## src/design/pdstc_pkg.sv

```systemverilog
// package for power-down and self-test pin control
package pdstc_pkg;
  localparam logic [1:0] PDSTC_SYNC_RST = 2'h0;
  localparam logic PDSTC_TEST_CLK_PIXEL = 1'h0;
  localparam logic PDSTC_TEST_CLK_33M = 1'h1;
  localparam logic PDSTC_ROLE_GPIO = 1'h0;
  localparam logic PDSTC_ROLE_SPI = 1'h1;
  localparam logic [3:0] PDSTC_FGPIO_RST = 4'h0;
  localparam logic [3:0] PDSTC_OE_OFF_N = 4'hF;
  // power state machine, gray coded along off -> wake -> on
  typedef enum logic [1:0] {
    PDSTC_OFF = 2'h0,
    PDSTC_WAKE = 2'h1,
    PDSTC_ON = 2'h3
  } pdstc_pwr_t;
  // synchronised pin levels
  typedef struct packed {
    logic pwr_n;
    logic st_en;
    logic clk_sel;
  } pdstc_pins_t;
  // four shared pins: output value and active-low enable
  typedef struct packed {
    logic [3:0] out;
    logic [3:0] oe_n;
  } pdstc_pad_t;
endpackage

```

## src/design/pdstc_top.sv

```systemverilog
// power-down and self-test pin control top
`timescale 1ns/1ps
module pdstc_top (
  // clock and reset
  input wire logic clock_i,
  input wire logic nrst_i,
  // control pins from host
  input wire logic power_down_n_input_i,
  input wire logic self_test_enable_pin_i,
  input wire logic self_test_clock_select_pin_i,
  // role select from register file
  input wire logic spi_role_sel_i,
  // spi side of shared pins
  input wire logic [3:0] spi_out_i,
  input wire logic [3:0] spi_oe_n_i,
  // fast gpio side of shared pins
  input wire logic [3:0] fast_gpio_out_i,
  input wire logic [3:0] fast_gpio_oe_n_i,
  // shared pin pads
  input wire logic [3:0] pad_in_i,
  output logic [3:0] pad_out_o,
  output logic [3:0] pad_oe_n_o,
  // pad inputs routed back to core
  output logic [3:0] spi_in_o,
  output logic [3:0] fast_gpio_in_o,
  // power and mode status
  output logic core_rst_n_o,
  output logic pll_en_o,
  output logic powered_o,
  output logic self_test_mode_o,
  output logic test_clk_sel_o,
  output logic external_interrupt_input_o
);
  typedef struct packed {
    pdstc_pkg::pdstc_pwr_t pwr;
    logic core_rst_n;
    logic pll_en;
    logic powered;
    logic st_mode;
    logic clk_sel;
    logic irq_in;
    pdstc_pkg::pdstc_pad_t pad;
    logic [3:0] spi_in;
    logic [3:0] gpio_in;
  } pdstc_st_t;

  pdstc_st_t st_q, st_d;
  pdstc_pkg::pdstc_pins_t pins;
  logic [2:0] pins_raw;
  logic [2:0] pins_sync;
  logic [3:0] pad_sync;

  // pad supplies the pull-down, so an open pin arrives here as 0
  assign pins_raw = {power_down_n_input_i, self_test_enable_pin_i, self_test_clock_select_pin_i};
  assign pins = pins_sync;

  pdstc_sync #(.W(3)) u_pin_sync (
    .clock_i(clock_i),
    .nrst_i(nrst_i),
    .async_i(pins_raw),
    .sync_o(pins_sync)
  );

  pdstc_sync #(.W(4)) u_pad_sync (
    .clock_i(clock_i),
    .nrst_i(nrst_i),
    .async_i(pad_in_i),
    .sync_o(pad_sync)
  );

  // the four shared pads follow one owner as a group
  function automatic logic [3:0] pdstc_pick(
    input logic spi_role,
    input logic [3:0] spi_v,
    input logic [3:0] gpio_v
  );
    if (spi_role == pdstc_pkg::PDSTC_ROLE_SPI) begin
      return spi_v;
    end
    return gpio_v;
  endfunction

  // pad levels reach only the owner; the idle side reads zeros,
  // so a role change never hands stale levels to the other engine
  function automatic logic [3:0] pdstc_route(
    input logic powered,
    input logic spi_role,
    input logic owner,
    input logic [3:0] pad_v
  );
    if (powered && (spi_role == owner)) begin
      return pad_v;
    end
    return pdstc_pkg::PDSTC_FGPIO_RST;
  endfunction

  // pad view while the core is held: released, driving nothing
  function automatic pdstc_pkg::pdstc_pad_t pdstc_pad_idle();
    pdstc_pkg::pdstc_pad_t p;
    p.out = pdstc_pkg::PDSTC_FGPIO_RST;
    p.oe_n = pdstc_pkg::PDSTC_OE_OFF_N;
    return p;
  endfunction

  // core runs only in the settled on state
  function automatic logic pdstc_is_on(
    input pdstc_pkg::pdstc_pwr_t pwr
  );
    return (pwr == pdstc_pkg::PDSTC_ON);
  endfunction

  // pll starts in wake, so it has a cycle to settle before reset lifts
  function automatic logic pdstc_pll_run(
    input pdstc_pkg::pdstc_pwr_t pwr
  );
    return (pwr != pdstc_pkg::PDSTC_OFF);
  endfunction

  // next power state from the synchronised pin level
  function automatic pdstc_pkg::pdstc_pwr_t pdstc_pwr_next(
    input pdstc_pkg::pdstc_pwr_t cur,
    input logic pin_high
  );
    pdstc_pkg::pdstc_pwr_t nxt;
    nxt = cur;
    unique case (cur)
      pdstc_pkg::PDSTC_OFF: begin
        if (pin_high) begin
          nxt = pdstc_pkg::PDSTC_WAKE;
        end
      end
      pdstc_pkg::PDSTC_WAKE: begin
        // a pin that drops during wake goes straight back to off
        nxt = pin_high ? pdstc_pkg::PDSTC_ON : pdstc_pkg::PDSTC_OFF;
      end
      pdstc_pkg::PDSTC_ON: begin
        if (!pin_high) begin
          nxt = pdstc_pkg::PDSTC_OFF;
        end
      end
      default: nxt = pdstc_pkg::PDSTC_OFF;
    endcase
    return nxt;
  endfunction

  // mode outputs decoded together from the synchronised pins
  typedef struct packed {
    logic st_mode;
    logic clk_sel;
    logic irq_in;
  } pdstc_mode_t;

  function automatic pdstc_mode_t pdstc_mode(
    input logic core_on,
    input pdstc_pkg::pdstc_pins_t p
  );
    pdstc_mode_t m;
    m.st_mode = core_on & p.st_en;
    // outside self-test the select pin is the interrupt input
    m.clk_sel = pdstc_pkg::PDSTC_TEST_CLK_PIXEL;
    if (m.st_mode && p.clk_sel) begin
      m.clk_sel = pdstc_pkg::PDSTC_TEST_CLK_33M;
    end
    m.irq_in = core_on & ~p.st_en & p.clk_sel;
    return m;
  endfunction

  always_comb begin
    pdstc_mode_t mode;
    mode = '0;
    st_d = st_q;
    st_d.pwr = pdstc_pwr_next(st_q.pwr, pins.pwr_n);
    st_d.pll_en = pdstc_pll_run(st_d.pwr);
    st_d.core_rst_n = pdstc_is_on(st_d.pwr);
    st_d.powered = pdstc_is_on(st_d.pwr);

    // mode pins only count once the core is out of reset
    mode = pdstc_mode(st_d.core_rst_n, pins);
    st_d.st_mode = mode.st_mode;
    st_d.clk_sel = mode.clk_sel;
    st_d.irq_in = mode.irq_in;

    // pads stay released until the core leaves reset
    st_d.pad = pdstc_pad_idle();
    if (st_d.core_rst_n) begin
      st_d.pad.out = pdstc_pick(spi_role_sel_i, spi_out_i, fast_gpio_out_i);
      st_d.pad.oe_n = pdstc_pick(spi_role_sel_i, spi_oe_n_i, fast_gpio_oe_n_i);
    end
    st_d.spi_in = pdstc_route(st_d.core_rst_n, spi_role_sel_i, pdstc_pkg::PDSTC_ROLE_SPI, pad_sync);
    st_d.gpio_in = pdstc_route(st_d.core_rst_n, spi_role_sel_i, pdstc_pkg::PDSTC_ROLE_GPIO, pad_sync);
  end

  always_ff @(posedge clock_i) begin
    if (!nrst_i) begin
      st_q <= '0;
      st_q.pwr <= pdstc_pkg::PDSTC_OFF;
      st_q.pad.oe_n <= pdstc_pkg::PDSTC_OE_OFF_N;
    end else begin
      st_q <= st_d;
    end
  end

  assign pad_out_o = st_q.pad.out;
  assign pad_oe_n_o = st_q.pad.oe_n;
  assign spi_in_o = st_q.spi_in;
  assign fast_gpio_in_o = st_q.gpio_in;
  assign core_rst_n_o = st_q.core_rst_n;
  assign pll_en_o = st_q.pll_en;
  assign powered_o = st_q.powered;
  assign self_test_mode_o = st_q.st_mode;
  assign test_clk_sel_o = st_q.clk_sel;
  assign external_interrupt_input_o = st_q.irq_in;
endmodule // pdstc_top

```

## src/design/pdstc_sync.sv

```systemverilog
// two-flop synchroniser for a group of pin inputs
`timescale 1ns/1ps
module pdstc_sync #(
  parameter int unsigned W = 3
) (
  // clock and reset
  input wire logic clock_i,
  input wire logic nrst_i,
  // async in, synced out
  input wire logic [W-1:0] async_i,
  output logic [W-1:0] sync_o
);
  typedef struct packed {
    logic [W-1:0] meta;
    logic [W-1:0] sync;
  } pdstc_sync_st_t;
  pdstc_sync_st_t st_q, st_d;
  always_comb begin
    st_d.meta = async_i;
    st_d.sync = st_q.meta;
  end
  always_ff @(posedge clock_i) begin
    if (!nrst_i) begin
      st_q <= '0;
    end else begin
      st_q <= st_d;
    end
  end
  assign sync_o = st_q.sync;
endmodule // pdstc_sync

```

## config.mk

```make
export PLATFORM = sky130hd
export DESIGN_NAME = pdstc_top
export DESIGN_NICKNAME = d
export VERILOG_FILES = /design/src/design/pdstc_pkg.sv /design/src/design/pdstc_top.sv /design/src/design/pdstc_sync.sv
export SDC_FILE = /design/constraint.sdc
export NUM_CORES = 1
export LEC_CHECK = 0
export ABC_AREA = 1
export BUFFER_PORTS_ARGS = -buffer_cell sky130_fd_sc_hd__buf_2
export CAP_MARGIN = 10
export CORE_UTILIZATION = 46
export CTS_CLUSTER_SIZE = 16
export DETAILED_ROUTE_END_ITERATION = 8
export GPL_TIMING_DRIVEN = 0
export PLACE_DENSITY = 0.77
export SYNTH_ARGS = -nofsm -noshare
export SYNTH_HDL_FRONTEND = slang
export SYNTH_SLANG_ARGS = --single-unit
```

## constraint.sdc

```tcl
create_clock -name clock_i -period 1 [get_ports clock_i]
set_input_delay 0.05 -clock clock_i [delete_from_list [all_inputs] [get_ports clock_i]]
set_output_delay 0.05 -clock clock_i [all_outputs]
set_load 0.005 [all_outputs]
```

==> results.sh <==
export IMPL_synth_seq_area_share_pct=60.25
export IMPL_drt_iter0_drc=4
export IMPL_drive_gt1_share_pct=36.97
export IMPL_fin_crit_sh_pct=95.33
export IMPL_fin_setup_tns_ns=0
export IMPL_fmax_mhz=1049
export IMPL_whs_ns=0.06941
export IMPL_layout_commonest_cell="buf_2"
export IMPL_ctsHtreeMaxLevel=2
export IMPL_ios=48
export IMPL_dp_cells=209
export IMPL_synth_cells=134
export IMPL_status="complete, no violations"
export IMPL_setup_worst_path_class="reg -> out"
export IMPL_cts_tree="done"
export IMPL_clock_sinks=36
export IMPL_layout_cells_non_filler=241
export IMPL_slew_headroom_pct=84.64
export IMPL_gp_congestion=0.7307
export IMPL_worstPathArrival_ns=0.90
export IMPL_wl_met1_um=887
export IMPL_grt_pass1_vias=1003
export IMPL_hpwlAfterDp_um=1509
export IMPL_final_area_sq_um=1762
export IMPL_die_area_sq_um=2808
export IMPL_cts_buffers=5
export IMPL_remaining_drc_errors=0
export IMPL_grt_pass1_wl_um=3684
export IMPL_powerDensity_nw_per_um2=1331
export IMPL_clockBufferDepth=2
export IMPL_post_dp_cell_area_sq_um=1459
export IMPL_routed_wl_um=2522
export IMPL_cts_root_buf="clkbuf_4"
export IMPL_synth_cell_types=15
export IMPL_setup_violations=0
export IMPL_track_usage_pct=19.57
export IMPL_rsz0062_at_grt="no"
export IMPL_vias=1009
export IMPL_avgSynthCellArea_sq_um=8.926
export IMPL_fin_skew_ns=0.01897
export IMPL_critPathCaptureType="output port"
export IMPL_io_buffers=45
export IMPL_antenna_found_initial=0
export IMPL_hold_viol=0
export IMPL_path_max_fanout=3
export IMPL_peakVddDrop_mv=1.013
export IMPL_final_nets=237
export IMPL_maxCapViolations=0
export IMPL_first_pass_iters=4
export IMPL_wl_per_cell_um=10.46
export IMPL_die_y_um=53.00
export IMPL_via_per_inst=4.187
export IMPL_insertion_delay_ns=0.33
export IMPL_initial_core_util_pct=48.28
export IMPL_final_cell_mix="buf_2 (47), dfxtp_1 (35), nand2_1 (31)"
export IMPL_crit_required_ns=0.95
export IMPL_top_layer_used="met4"
export IMPL_core_area_sq_um=2477
export IMPL_tightest_slew_ns=0.2300
export IMPL_num_rows=18
export IMPL_hold_path_class="in -> reg"
export IMPL_grt_max_degree=11
export IMPL_clkTransAtPathRegs_ns=0.11
export IMPL_insertedDiodeCount=0
export IMPL_synth_fp_nets=160
export IMPL_drv_slew=0
export IMPL_yosysWarnings=0
export IMPL_syn2layout_area_growth_pct=47.28
export IMPL_wl_met3_um=126
export IMPL_die_w_um=53.00
export IMPL_gr_total_overflow=0
export IMPL_leakage_nw=0.9631
export IMPL_syn_area_sq_um=1196
export IMPL_wl_met2_um=1461
export IMPL_fin_crit_ns=0.9533
export IMPL_ys_ff_latch=36
export IMPL_critical_path_startpoint_type="register"
export IMPL_final_antenna_net_count=0
[layer usage]
metal	vias to the layer above	global-route usage (%)
met2	34	39.24
met5	-	0
met3	7	7.184
met4	0	13.16
met1	432	14.72
li1	536	-
[what timing repair did]
item / in CTS / in global routing
endpoints found under the setup margin: 0 / 5
resized for setup: 0 / 2
hold endpoints to repair: 15 / 1
hold buffers: 23 / 1
setup buffers: 0 / 1
[worst max-delay path, cell delays in order, from the launching register on]
cell     delay, ns
dfxtp_2       0.34
buf_4         0.12
buf_2         0.12
[per-stage QoR]
stage / setup slack, ns / utilization [%] / power, mW
final: 0.04671 / 71.11 / 2.345
after global routing: 0.003170 / 71.11 / 2.476
after CTS: 0.03381 / 70.05 / 2.346
after detailed placement: 0.04923 / 58.89 / 1.629
after global placement: 0.09411 / 58.89 / 1.620
after floorplan: 0.1888 / - / 1.567
[synthesized netlist by cell type]
cell / count / area, sq um
a21oi_1: 4 / 20.02
buf_2: 2 / 10.01
buf_4: 18 / 135.1
dfxtp_1: 36 / 720.7
inv_1: 20 / 75.07
inv_2: 1 / 3.750
inv_4: 1 / 6.260
nand2_1: 31 / 116.4
nand3_1: 4 / 20.02
nand3_2: 1 / 10.01
nand4_1: 2 / 12.51
nand4_2: 1 / 12.51
nor2_1: 10 / 37.54
o21ai_0: 2 / 10.01
or2_2: 1 / 6.260
[cell type report]
cell class | instances | area (sq um)
buffer | 20 | 145.1
fill | 183 | 715.7
clock buffer | 6 | 41.29
timing repair buffer | 70 | 473.0
tap | 30 | 37.54
multi-input combinational | 56 | 252.7
sequential | 36 | 721.9
clock inverter | 1 | 5.005
inverter | 22 | 85.08
[final timing paths]
kind	startpoint	endpoint	slack, ns	cells after the start
setup / recovery	st_q[23]	powered_o	0.05	2
hold / removal	spi_role_sel_i	pad_out_o[0]	0.07	3
setup reg to reg	u_pin_sync.sync_o[2]	pad_oe_n_o[1]	0.10	3
hold reg to reg	u_pad_sync.st_d[1]	u_pad_sync.sync_o[1]	0.42	2
[report_power, final]
group / internal [mW] / switching [mW]
clock: 0.259 / 0.411
sequential: 1.46 / 0.0110
combinational: 0.120 / 0.0826
[flip-flops by register name (all words and copies together), names as in the netlist]
| register | cells |
|---|---|
| st_q | 2 |
| fast_gpio_in_o | 4 |
| pad_out_o | 4 |
| external_interrupt_input_o | 1 |
| test_clk_sel_o | 1 |
| u_pin_sync.st_d | 3 |
| pll_en_o | 1 |
| u_pad_sync.sync_o | 4 |
| self_test_mode_o | 1 |
| pad_oe_n_o | 4 |
| spi_in_o | 4 |
| u_pad_sync.st_d | 4 |
| u_pin_sync.sync_o | 3 |
[logic make-up (layout without fill, tap and decap cells)]
family	count (synthesis)	count (layout)	share of synthesized area, %
flops	36	36	60.25
buf+inv	42	119	19.25
compound gates	6	6	2.511
simple gates	50	50	17.99
No activity file was read; power rests on OpenSTA's default activity.
